### config.mk
export PLATFORM = sky130hd
export DESIGN_NAME = mmu_config_protection_regs
export DESIGN_NICKNAME = d
export VERILOG_FILES = /design/src/verilog/mmu_cfg_pkg.sv /design/src/verilog/mmu_config_protection_regs.sv /design/src/verilog/replace_pointer.sv
export SDC_FILE = /design/constraint.sdc
export NUM_CORES = 1
export LEC_CHECK = 0
export BUFFER_PORTS_ARGS = -buffer_cell sky130_fd_sc_hd__buf_2
export CAP_MARGIN = 10
export CORE_ASPECT_RATIO = 0.9
export CORE_MARGIN = 2
export CORE_UTILIZATION = 48
export CTS_BUF_LIST = sky130_fd_sc_hd__clkbuf_4 sky130_fd_sc_hd__clkbuf_8 sky130_fd_sc_hd__clkbuf_16
export CTS_CLUSTER_DIAMETER = 50
export DETAILED_ROUTE_END_ITERATION = 10
export PLACE_DENSITY = 0.81
export SLEW_MARGIN = 20
export SYNTH_ARGS = -nofsm -noshare
export SYNTH_HDL_FRONTEND = slang
export SYNTH_SLANG_ARGS = --single-unit
### constraint.sdc
create_clock -name clk_i -period 1.6 [get_ports clk_i]
set_clock_uncertainty 0.2 [all_clocks]
set_input_delay 0.24 -clock clk_i [delete_from_list [all_inputs] [get_ports clk_i]]
set_output_delay 0.24 -clock clk_i [all_outputs]
set_load 0.02 [all_outputs]
### src/verilog/mmu_cfg_pkg.sv
// Purpose: shared constants for the translation configuration register set
// Assumes: big-endian bit numbering maps bit n to vector position 31-n
// Notes: special-register numbers are arbitrary codes for this block
package mmu_cfg_pkg;
	localparam int unsigned SPR_W = 10;
	localparam int unsigned WORD_W = 32;
	localparam int unsigned PTR_W = 3;
	localparam int unsigned IDX_W = 5;
	localparam int unsigned SID_W = 4;
	localparam int unsigned GRP_W = 4;
	localparam int unsigned CODE_W = 2;
	localparam int unsigned STATE_W = 4;

	// special-register numbers (arbitrary values)
	localparam logic [SPR_W-1:0] SPR_INSTR_CTL = 10'h301;
	localparam logic [SPR_W-1:0] SPR_INSTR_GRP = 10'h302;
	localparam logic [SPR_W-1:0] SPR_INSTR_RPN = 10'h303;
	localparam logic [SPR_W-1:0] SPR_DATA_CTL = 10'h311;
	localparam logic [SPR_W-1:0] SPR_DATA_GRP = 10'h312;
	localparam logic [SPR_W-1:0] SPR_DATA_RPN = 10'h313;
	localparam logic [SPR_W-1:0] SPR_SPACE_ID = 10'h321;

	// control register field positions
	localparam int unsigned POS_GROUP_MODE = 31;
	localparam int unsigned POS_PAGE_MODE = 30;
	localparam int unsigned POS_INHIBIT = 29;
	localparam int unsigned POS_WRTHRU = 28;
	localparam int unsigned POS_RESERVE = 27;
	localparam int unsigned POS_WALK = 26;
	localparam int unsigned POS_STATE_CMP = 25;
	localparam int unsigned POS_INDEX_LO = 8;
	localparam int unsigned POS_SID_LO = 0;

	localparam logic CTL_RESET = 1'h0;
	localparam logic [PTR_W-1:0] PTR_RESET = 3'h0;
	localparam logic [PTR_W-1:0] PTR_TOP_FULL = 3'h7;
	localparam logic [PTR_W-1:0] PTR_TOP_RSV = 3'h5;
	localparam logic [PTR_W-1:0] PTR_ZERO = 3'h0;
	localparam logic [PTR_W-1:0] PTR_ONE = 3'h1;

	// group permission codes
	localparam logic [CODE_W-1:0] CODE_00 = 2'h0;
	localparam logic [CODE_W-1:0] CODE_01 = 2'h1;
	localparam logic [CODE_W-1:0] CODE_10 = 2'h2;
	localparam logic [CODE_W-1:0] CODE_11 = 2'h3;

	// positions inside the entry state nibble (entry bits 24..27)
	localparam int unsigned POS_ST_PRIV = 3;
	localparam int unsigned POS_ST_PROB = 2;
endpackage

### src/verilog/mmu_config_protection_regs.sv
// Purpose: translation configuration, group protection and space id registers
// Assumes: special-register moves arrive as one-cycle strobes on the core clock
// Notes: lookup answers are registered, one cycle after their inputs
`timescale 1ns/100ps
`default_nettype none
// Contract
// group mode bit selects key or domain
// page mode bit selects page or subpage
// instruction fetch inhibit default when untranslated
// data inhibit, writethrough defaults when untranslated
// reserved control bits ignore writes, read zero
// instruction pointer modulo eight or six
// data pointer modulo eight or six
// state compare mode uses entry state bits
// instruction pointer decrements per instruction load
// data pointer decrements per data load
// walk assist bit selects subpage or page
// domain codes: deny, client, reserved, manager
// key codes: privileged, pages, swapped, problem
// sixteen two-bit group codes per register
// space id compared; upper bits reserved
// global entry ignores space id compare
// protection and space registers not reset
// software accesses only with translation off
// pointer wraps from zero to range top
module mmu_config_protection_regs (
	input wire logic clk_i,
	input wire logic rst_n_i,
	// special-register move port
	input wire logic spr_wr_i,
	input wire logic spr_rd_i,
	input wire logic [mmu_cfg_pkg::SPR_W-1:0] spr_num_i,
	input wire logic [mmu_cfg_pkg::WORD_W-1:0] spr_wdata_i,
	output logic [mmu_cfg_pkg::WORD_W-1:0] spr_rdata_o,
	output logic spr_rvalid_o,
	// translation enables from the machine state
	input wire logic instr_xlate_en_i,
	input wire logic data_xlate_en_i,
	// instruction lookup
	input wire logic [mmu_cfg_pkg::GRP_W-1:0] instr_group_i,
	input wire logic instr_problem_i,
	input wire logic instr_entry_ci_i,
	input wire logic [mmu_cfg_pkg::SID_W-1:0] instr_entry_space_id_i,
	input wire logic instr_global_entry_flag_i,
	input wire logic [mmu_cfg_pkg::STATE_W-1:0] instr_entry_state_i,
	output logic instr_deny_o,
	output logic instr_check_pages_o,
	output logic instr_eff_problem_o,
	output logic instr_hit_qual_o,
	output logic instr_fetch_inhibit_o,
	// data lookup
	input wire logic [mmu_cfg_pkg::GRP_W-1:0] data_group_i,
	input wire logic data_problem_i,
	input wire logic data_entry_ci_i,
	input wire logic data_entry_wt_i,
	input wire logic [mmu_cfg_pkg::SID_W-1:0] data_entry_space_id_i,
	input wire logic data_global_entry_flag_i,
	input wire logic [mmu_cfg_pkg::STATE_W-1:0] data_entry_state_i,
	output logic data_deny_o,
	output logic data_check_pages_o,
	output logic data_eff_problem_o,
	output logic data_hit_qual_o,
	output logic data_access_inhibit_o,
	output logic data_access_wrthru_o,
	// mode levels for the translation logic
	output logic instr_subpage_mode_o,
	output logic data_subpage_mode_o,
	output logic walk_assist_size_o,
	output logic [mmu_cfg_pkg::PTR_W-1:0] instr_replace_pointer_o,
	output logic [mmu_cfg_pkg::PTR_W-1:0] data_replace_pointer_o
);
	////////////////////////////////////////////////////////////////////////////////
	// control registers
	logic i_gmode_ff, i_pmode_ff, i_inh_ff, i_rsv_ff, i_scmp_ff;
	logic d_gmode_ff, d_pmode_ff, d_inh_ff, d_wt_ff, d_rsv_ff, d_walk_ff, d_scmp_ff;
	logic nxt_i_gmode, nxt_i_pmode, nxt_i_inh, nxt_i_rsv, nxt_i_scmp;
	logic nxt_d_gmode, nxt_d_pmode, nxt_d_inh, nxt_d_wt, nxt_d_rsv, nxt_d_walk, nxt_d_scmp;
	logic wr_i_ctl, wr_d_ctl, wr_i_grp, wr_d_grp, wr_sid, ld_i_tlb, ld_d_tlb;
	logic [mmu_cfg_pkg::PTR_W-1:0] i_ptr, d_ptr;

	assign wr_i_ctl = spr_wr_i && (spr_num_i == mmu_cfg_pkg::SPR_INSTR_CTL);
	assign wr_d_ctl = spr_wr_i && (spr_num_i == mmu_cfg_pkg::SPR_DATA_CTL);
	assign wr_i_grp = spr_wr_i && (spr_num_i == mmu_cfg_pkg::SPR_INSTR_GRP);
	assign wr_d_grp = spr_wr_i && (spr_num_i == mmu_cfg_pkg::SPR_DATA_GRP);
	assign wr_sid = spr_wr_i && (spr_num_i == mmu_cfg_pkg::SPR_SPACE_ID);
	assign ld_i_tlb = spr_wr_i && (spr_num_i == mmu_cfg_pkg::SPR_INSTR_RPN);
	assign ld_d_tlb = spr_wr_i && (spr_num_i == mmu_cfg_pkg::SPR_DATA_RPN);

	// only defined fields are stored; reserved positions are never kept
	always_comb begin
		nxt_i_gmode = i_gmode_ff;
		nxt_i_pmode = i_pmode_ff;
		nxt_i_inh = i_inh_ff;
		nxt_i_rsv = i_rsv_ff;
		nxt_i_scmp = i_scmp_ff;
		nxt_d_gmode = d_gmode_ff;
		nxt_d_pmode = d_pmode_ff;
		nxt_d_inh = d_inh_ff;
		nxt_d_wt = d_wt_ff;
		nxt_d_rsv = d_rsv_ff;
		nxt_d_walk = d_walk_ff;
		nxt_d_scmp = d_scmp_ff;
		if (wr_i_ctl) begin
			nxt_i_gmode = spr_wdata_i[mmu_cfg_pkg::POS_GROUP_MODE];
			nxt_i_pmode = spr_wdata_i[mmu_cfg_pkg::POS_PAGE_MODE];
			nxt_i_inh = spr_wdata_i[mmu_cfg_pkg::POS_INHIBIT];
			nxt_i_rsv = spr_wdata_i[mmu_cfg_pkg::POS_RESERVE];
			nxt_i_scmp = spr_wdata_i[mmu_cfg_pkg::POS_STATE_CMP];
		end
		if (wr_d_ctl) begin
			nxt_d_gmode = spr_wdata_i[mmu_cfg_pkg::POS_GROUP_MODE];
			nxt_d_pmode = spr_wdata_i[mmu_cfg_pkg::POS_PAGE_MODE];
			nxt_d_inh = spr_wdata_i[mmu_cfg_pkg::POS_INHIBIT];
			nxt_d_wt = spr_wdata_i[mmu_cfg_pkg::POS_WRTHRU];
			nxt_d_rsv = spr_wdata_i[mmu_cfg_pkg::POS_RESERVE];
			nxt_d_walk = spr_wdata_i[mmu_cfg_pkg::POS_WALK];
			nxt_d_scmp = spr_wdata_i[mmu_cfg_pkg::POS_STATE_CMP];
		end
	end

	always_ff @(posedge clk_i or negedge rst_n_i) begin
		if (!rst_n_i) begin
			i_gmode_ff <= mmu_cfg_pkg::CTL_RESET;
			i_pmode_ff <= mmu_cfg_pkg::CTL_RESET;
			i_inh_ff <= mmu_cfg_pkg::CTL_RESET;
			i_rsv_ff <= mmu_cfg_pkg::CTL_RESET;
			i_scmp_ff <= mmu_cfg_pkg::CTL_RESET;
			d_gmode_ff <= mmu_cfg_pkg::CTL_RESET;
			d_pmode_ff <= mmu_cfg_pkg::CTL_RESET;
			d_inh_ff <= mmu_cfg_pkg::CTL_RESET;
			d_wt_ff <= mmu_cfg_pkg::CTL_RESET;
			d_rsv_ff <= mmu_cfg_pkg::CTL_RESET;
			d_walk_ff <= mmu_cfg_pkg::CTL_RESET;
			d_scmp_ff <= mmu_cfg_pkg::CTL_RESET;
		end else begin
			i_gmode_ff <= nxt_i_gmode;
			i_pmode_ff <= nxt_i_pmode;
			i_inh_ff <= nxt_i_inh;
			i_rsv_ff <= nxt_i_rsv;
			i_scmp_ff <= nxt_i_scmp;
			d_gmode_ff <= nxt_d_gmode;
			d_pmode_ff <= nxt_d_pmode;
			d_inh_ff <= nxt_d_inh;
			d_wt_ff <= nxt_d_wt;
			d_rsv_ff <= nxt_d_rsv;
			d_walk_ff <= nxt_d_walk;
			d_scmp_ff <= nxt_d_scmp;
		end
	end

	////////////////////////////////////////////////////////////////////////////////
	// replacement pointers
	replace_pointer u_instr_ptr (
		.clk_i(clk_i),
		.rst_n_i(rst_n_i),
		.load_i(wr_i_ctl),
		.load_val_i(spr_wdata_i[mmu_cfg_pkg::POS_INDEX_LO +: mmu_cfg_pkg::PTR_W]),
		.step_i(ld_i_tlb),
		.reserve_i(i_rsv_ff),
		.ptr_o(i_ptr)
	);

	replace_pointer u_data_ptr (
		.clk_i(clk_i),
		.rst_n_i(rst_n_i),
		.load_i(wr_d_ctl),
		.load_val_i(spr_wdata_i[mmu_cfg_pkg::POS_INDEX_LO +: mmu_cfg_pkg::PTR_W]),
		.step_i(ld_d_tlb),
		.reserve_i(d_rsv_ff),
		.ptr_o(d_ptr)
	);

	////////////////////////////////////////////////////////////////////////////////
	// group protection and space id, no reset
	logic [mmu_cfg_pkg::WORD_W-1:0] i_grp_ff, d_grp_ff, nxt_i_grp, nxt_d_grp;
	logic [mmu_cfg_pkg::SID_W-1:0] sid_ff, nxt_sid;

	always_comb begin
		nxt_i_grp = wr_i_grp ? spr_wdata_i : i_grp_ff;
		nxt_d_grp = wr_d_grp ? spr_wdata_i : d_grp_ff;
		nxt_sid = wr_sid ? spr_wdata_i[mmu_cfg_pkg::POS_SID_LO +: mmu_cfg_pkg::SID_W] : sid_ff;
	end

	always_ff @(posedge clk_i) begin
		i_grp_ff <= nxt_i_grp;
		d_grp_ff <= nxt_d_grp;
		sid_ff <= nxt_sid;
	end

	////////////////////////////////////////////////////////////////////////////////
	// read path
	logic [mmu_cfg_pkg::WORD_W-1:0] rdata_ff, nxt_rdata;
	logic rvalid_ff, nxt_rvalid;

	always_comb begin
		nxt_rdata = '0;
		nxt_rvalid = spr_rd_i;
		if (spr_rd_i) begin
			case (spr_num_i)
				mmu_cfg_pkg::SPR_INSTR_CTL: begin
					nxt_rdata[mmu_cfg_pkg::POS_GROUP_MODE] = i_gmode_ff;
					nxt_rdata[mmu_cfg_pkg::POS_PAGE_MODE] = i_pmode_ff;
					nxt_rdata[mmu_cfg_pkg::POS_INHIBIT] = i_inh_ff;
					nxt_rdata[mmu_cfg_pkg::POS_RESERVE] = i_rsv_ff;
					nxt_rdata[mmu_cfg_pkg::POS_STATE_CMP] = i_scmp_ff;
					nxt_rdata[mmu_cfg_pkg::POS_INDEX_LO +: mmu_cfg_pkg::PTR_W] = i_ptr;
				end
				mmu_cfg_pkg::SPR_DATA_CTL: begin
					nxt_rdata[mmu_cfg_pkg::POS_GROUP_MODE] = d_gmode_ff;
					nxt_rdata[mmu_cfg_pkg::POS_PAGE_MODE] = d_pmode_ff;
					nxt_rdata[mmu_cfg_pkg::POS_INHIBIT] = d_inh_ff;
					nxt_rdata[mmu_cfg_pkg::POS_WRTHRU] = d_wt_ff;
					nxt_rdata[mmu_cfg_pkg::POS_RESERVE] = d_rsv_ff;
					nxt_rdata[mmu_cfg_pkg::POS_WALK] = d_walk_ff;
					nxt_rdata[mmu_cfg_pkg::POS_STATE_CMP] = d_scmp_ff;
					nxt_rdata[mmu_cfg_pkg::POS_INDEX_LO +: mmu_cfg_pkg::PTR_W] = d_ptr;
				end
				mmu_cfg_pkg::SPR_INSTR_GRP: begin
					nxt_rdata = i_grp_ff;
				end
				mmu_cfg_pkg::SPR_DATA_GRP: begin
					nxt_rdata = d_grp_ff;
				end
				mmu_cfg_pkg::SPR_SPACE_ID: begin
					nxt_rdata[mmu_cfg_pkg::POS_SID_LO +: mmu_cfg_pkg::SID_W] = sid_ff;
				end
				default: begin
					nxt_rdata = '0;
				end
			endcase
		end
	end

	always_ff @(posedge clk_i or negedge rst_n_i) begin
		if (!rst_n_i) begin
			rdata_ff <= '0;
			rvalid_ff <= 1'b0;
		end else begin
			rdata_ff <= nxt_rdata;
			rvalid_ff <= nxt_rvalid;
		end
	end

	////////////////////////////////////////////////////////////////////////////////
	// group code decode: {deny, check pages, effective problem}
	function automatic logic [2:0] decode_group(
		input logic domain_mode,
		input logic [mmu_cfg_pkg::CODE_W-1:0] code,
		input logic problem
	);
		logic [2:0] res;
		res = {1'b0, 1'b1, problem};
		if (domain_mode) begin
			case (code)
				mmu_cfg_pkg::CODE_00: res = {1'b1, 1'b0, problem};
				mmu_cfg_pkg::CODE_01: res = {1'b0, 1'b1, problem};
				mmu_cfg_pkg::CODE_11: res = {1'b0, 1'b0, problem};
				default: res = {1'b1, 1'b0, problem};
			endcase
		end else begin
			case (code)
				mmu_cfg_pkg::CODE_00: res = {1'b0, 1'b1, 1'b0};
				mmu_cfg_pkg::CODE_01: res = {1'b0, 1'b1, problem};
				mmu_cfg_pkg::CODE_10: res = {1'b0, 1'b1, ~problem};
				default: res = {1'b0, 1'b1, 1'b1};
			endcase
		end
		return res;
	endfunction

	function automatic logic state_ok(
		input logic cmp_mode,
		input logic [mmu_cfg_pkg::STATE_W-1:0] st,
		input logic problem
	);
		return !cmp_mode || (problem ? st[mmu_cfg_pkg::POS_ST_PROB]
			: st[mmu_cfg_pkg::POS_ST_PRIV]);
	endfunction

	////////////////////////////////////////////////////////////////////////////////
	// lookup answers
	logic [2:0] i_dec, d_dec;
	logic [2:0] i_dec_ff, d_dec_ff;
	logic i_qual_ff, d_qual_ff, nxt_i_qual, nxt_d_qual;
	logic i_inh_out_ff, d_inh_out_ff, d_wt_out_ff;
	logic nxt_i_inh_out, nxt_d_inh_out, nxt_d_wt_out;

	always_comb begin
		i_dec = decode_group(i_gmode_ff,
			i_grp_ff[mmu_cfg_pkg::WORD_W-1 - mmu_cfg_pkg::CODE_W*instr_group_i -: mmu_cfg_pkg::CODE_W],
			instr_problem_i);
		d_dec = decode_group(d_gmode_ff,
			d_grp_ff[mmu_cfg_pkg::WORD_W-1 - mmu_cfg_pkg::CODE_W*data_group_i -: mmu_cfg_pkg::CODE_W],
			data_problem_i);
		nxt_i_qual = (instr_global_entry_flag_i || instr_entry_space_id_i == sid_ff)
			&& state_ok(i_scmp_ff, instr_entry_state_i, instr_problem_i);
		nxt_d_qual = (data_global_entry_flag_i || data_entry_space_id_i == sid_ff)
			&& state_ok(d_scmp_ff, data_entry_state_i, data_problem_i);
		nxt_i_inh_out = instr_xlate_en_i ? instr_entry_ci_i : i_inh_ff;
		nxt_d_inh_out = data_xlate_en_i ? data_entry_ci_i : d_inh_ff;
		nxt_d_wt_out = data_xlate_en_i ? data_entry_wt_i : d_wt_ff;
	end

	always_ff @(posedge clk_i or negedge rst_n_i) begin
		if (!rst_n_i) begin
			i_dec_ff <= '0;
			d_dec_ff <= '0;
			i_qual_ff <= 1'b0;
			d_qual_ff <= 1'b0;
			i_inh_out_ff <= 1'b0;
			d_inh_out_ff <= 1'b0;
			d_wt_out_ff <= 1'b0;
		end else begin
			i_dec_ff <= i_dec;
			d_dec_ff <= d_dec;
			i_qual_ff <= nxt_i_qual;
			d_qual_ff <= nxt_d_qual;
			i_inh_out_ff <= nxt_i_inh_out;
			d_inh_out_ff <= nxt_d_inh_out;
			d_wt_out_ff <= nxt_d_wt_out;
		end
	end

	assign instr_deny_o = i_dec_ff[2];
	assign instr_check_pages_o = i_dec_ff[1];
	assign instr_eff_problem_o = i_dec_ff[0];
	assign instr_hit_qual_o = i_qual_ff;
	assign instr_fetch_inhibit_o = i_inh_out_ff;
	assign data_deny_o = d_dec_ff[2];
	assign data_check_pages_o = d_dec_ff[1];
	assign data_eff_problem_o = d_dec_ff[0];
	assign data_hit_qual_o = d_qual_ff;
	assign data_access_inhibit_o = d_inh_out_ff;
	assign data_access_wrthru_o = d_wt_out_ff;
	assign instr_subpage_mode_o = i_pmode_ff;
	assign data_subpage_mode_o = d_pmode_ff;
	assign walk_assist_size_o = d_walk_ff;
	assign instr_replace_pointer_o = i_ptr;
	assign data_replace_pointer_o = d_ptr;
	assign spr_rdata_o = rdata_ff;
	assign spr_rvalid_o = rvalid_ff;
endmodule
`default_nettype wire

### src/verilog/replace_pointer.sv
// Purpose: tlb replacement pointer that counts down with optional reservation
// Assumes: load and step never come in the same cycle from software
// Notes: a load takes priority over a step
`timescale 1ns/100ps
`default_nettype none
module replace_pointer (
	input wire logic clk_i,
	input wire logic rst_n_i,
	input wire logic load_i,
	input wire logic [mmu_cfg_pkg::PTR_W-1:0] load_val_i,
	input wire logic step_i,
	input wire logic reserve_i,
	output logic [mmu_cfg_pkg::PTR_W-1:0] ptr_o
);
	logic [mmu_cfg_pkg::PTR_W-1:0] ptr_ff;
	logic [mmu_cfg_pkg::PTR_W-1:0] nxt_ptr;

	always_comb begin
		nxt_ptr = ptr_ff;
		if (load_i) begin
			nxt_ptr = load_val_i;
		end else if (step_i) begin
			if (ptr_ff == mmu_cfg_pkg::PTR_ZERO) begin
				nxt_ptr = reserve_i ? mmu_cfg_pkg::PTR_TOP_RSV : mmu_cfg_pkg::PTR_TOP_FULL;
			end else begin
				nxt_ptr = ptr_ff - mmu_cfg_pkg::PTR_ONE;
			end
		end
	end

	always_ff @(posedge clk_i or negedge rst_n_i) begin
		if (!rst_n_i) begin
			ptr_ff <= mmu_cfg_pkg::PTR_RESET;
		end else begin
			ptr_ff <= nxt_ptr;
		end
	end

	assign ptr_o = ptr_ff;
endmodule
`default_nettype wire

==> results.cfg <==
[final_layout]
final_core_util_pct = 74.3
register_area_mm2 = 0.00359
syn2layout_area_growth_pct = 51.3
final_common_cell = buf_2
final_cell_mix = buf_2 (124), edfxtp_1 (68), dfrtp_1 (62), dlygate4sd3_1 (45), buf_4 (38)
fin_nets = 682
fillers = 707
drive_gt1_share_pct = 53.3
n_antenna_cell = 0
multi_input_area_mm2 = 0.00217

[timing]
grt_setup_unrepaired = true
maxSlewViolCount = 0
setup_viol = 75
layout_setup_ws_ps = -219
finalHoldViolCount = 0
fmax_mhz = 550
period_needed_ps = 1820
max_slew_margin_pct = 74.4
tightest_slew_ps = 384
post-route-period-util_pct = 114
fin_setup_tns_ps = -3010

[detailed_routing]
drt_iter0_drc = 495
drt-pass1-iter-count = 5
routed_wirelength_um = 17600
routed_via_density = 5.79
vias = 4449
final_antenna_net_count = 0
drt-wirelength-per-cell_um = 22.9
drcViolationCount = 0

[global_routing]
track_usage_pct = 26.4
antenna_found_initial = 0
top_usage_layer = met2
use_met2_pct = 44.7
grtUsageMet3_pct = 7.46
gr-total-overflow = 0
grt_pass1_wl_um = 24400
grt_pass1_vias = 4489
grt_max_degree = 50
grtUsageMet1_pct = 32.8

[power_and_ir_drop]
powerDensity_mw_per_mm2 = 933
ir_drop_uv = 799
p_leak_nw = 3.59

[outcome]
violations = negative setup slack
status = finished with violations

[die]
die_y_um = 106
ios = 132
initial_core_util_pct = 49.1
row_count = 37
core_area_mm2 = 0.0114
die_w_um = 118
dieArea_mm2 = 0.0125

[worst_setup_path]
critPathCapture = i_dec_ff[0]$_DFF_PN0_
worstPathArrival_ps = 1920
crit_type = flip-flop to flip-flop
worstPathRequired_ps = 1700
critical-path-slowest-cell = mux4_2
cp.depth = 4
critPathLaunch = i_grp_ff[3]$_DFFE_PP_
worst-r2r-setup-slack_ps = -220
timing.rr.end = i_dec_ff[0]$_DFF_PN0_
end_kind = flip-flop
path_max_fanout = 2
cp_cell_sequence = mux4_2 > mux2i_4 > o22ai_1 > a2bb2oi_1
slowest_delay_ps = 580
critPathTopFamily = multiplexers
worstRegToRegCells = 4
start_kind = flip-flop
path_buf_inv = 0
reg2reg_from = i_grp_ff[3]$_DFFE_PP_

[cts]
clkSinkCount = 130
cts_buffer_depth = 2
cts_buffers = 17
clockRootBuffer = clkbuf_16
cts_tree = yes
clk_latency_ps = 420
path_clk_slew_ps = 50
cts_max_level = 4

[synth]
synth-xor-area-share_pct = 1.25
yosysSeqAreaShare_pct = 64.3
ys_types = 41
syn_inst = 356
yosysTopAreaCellShare_pct = 36.5
synth_compound_area_share_pct = 7.12
yosys.area_share.adder_pct = 0.895
synthTopCellsByArea = edfxtp_1 (37%), dfrtp_1 (28%), mux4_2 (6.4%), mux2_2 (5.4%), a22oi_1 (3.9%)
yosysWarnings = 0
syn_avg_cell_area_um2 = 15.7
synthMuxAreaShare_pct = 16.0
synth.net_count = 439
netlist_area_mm2 = 0.00559
yosysTopAreaCell = edfxtp_1
synth-seq-cells = 130
synth-simple-area-share_pct = 8.50
synth_top_family_by_area = multiplexers

[place]
dp_hpwl_um = 10300
portBuffers = 127
place_congestion = 0.863
dp_slack_ps = -511

[hold_path]
hold_path.class = primary input to flip-flop
worstHoldStart = instr_group_i[3]

[flow_run]
drv_cap = 0
## synth_stat cells (all sizes together)
cell / n
or2: 2
inv: 9
a2bb2oi: 2
o21ai: 2
nand2: 11
or4b: 2
clkbuf: 9
nor4: 6
a21oi: 7
edfxtp: 68
and2: 4
a222oi: 3
mux2i: 14
o31a: 2
xnor2: 8
buf: 7
dfrtp: 62
or4: 3
nor2: 4
mux4: 16
a41oi: 2
nor3: 6
nand4bb: 1
ha: 4
nor3b: 1
mux2: 33
o211ai: 1
a221oi: 2
o22ai: 2
o31ai: 2
a22oi: 29
nor2b: 29
nand2b: 3
## per-stage QoR
stage	hold slack, ps	instance area (um^2)	total power (W)	instances
2_1_floorplan	-256	5690	0.00387	356
3_3_place_gp	-25.6	6890	0.00416	669
3_5_place_dp	-20.1	6890	0.00418	669
4_1_cts	24.2	8130	0.00785	756
5_1_grt	41.4	8460	0.00808	768
6_report	27.5	8460	0.00789	768
## power breakdown
part | internal (W) | total, W | switching (W)
logic | 0.000366 | 0.000705 | 0.000339
clock network | 0.00222 | 0.00362 | 0.00139
registers | 0.00355 | 0.00357 | 0.0000137
## worst register-to-register path, cell delays in order, from the launching register on
cell and delay, ps:
edfxtp_1 440, mux4_2 580, mux2i_4 240, o22ai_1 100, a2bb2oi_1 130
## cells by family after synthesis
kind of cell               Yosys count
AOI/OAI and AO/OA                   54
xor gates and xnor gates             8
adders and majority gates            4
buffers and inverters               25
DFF                                130
muxes                               63
and+or+nand+nor                     72
## how the worst min path moves through the flow
stage / end / slack [ps] / cells past startpoint
5_1_grt: spr_rdata_o[12]$_DFF_PN0_ / 40 / 2
6_report: i_dec_ff[1]$_DFF_PN0_ / 30 / 3
3_3_place_gp: spr_rdata_o[19]$_DFF_PN0_ / -30 / 1
4_1_cts: instr_hit_qual_o$_DFF_PN0_ / 20 / 4
3_5_place_dp: spr_rdata_o[16]$_DFF_PN0_ / -20 / 1
2_1_floorplan: d_dec_ff[0]$_DFF_PN0_ / -260 / 0
## area by class of cell
type                       count  area share [%]
clock buffer                  21            5.53
inverter                       9           0.399
sequential                   130            42.5
timing repair buffer         240            22.6
clock inverter                11            1.04
multi-input combinational    201            25.6
tap                          156            2.31
## flip-flops by register name, indices dropped and copies added (netlist names), 3 cells and up
register and flops:
d_grp_ff 32, i_grp_ff 32, spr_rdata_o 32, sid_ff 4, d_dec_ff 3, i_dec_ff 3, u_data_ptr.ptr_o 3, u_instr_ptr.ptr_o 3
## timing repair
item	4_1_cts	5_1_grt
gates cloned	2	8
hold buffers	45	3
buffers inserted	8	6
pin swaps	2	20
gates resized for setup	24	43
setup endpoints to repair	83	112
hold endpoints to repair	149	3
## layer usage
| metal | up-vias | wire length [um] |
|---|---|---|
| met5 | - | 0 |
| met2 | 278 | 8900 |
| met1 | 2253 | 6740 |
| li1 | 1872 | - |
| met4 | 0 | 495 |
| met3 | 46 | 1460 |
Note: power is estimated with default switching activity, not from simulation.
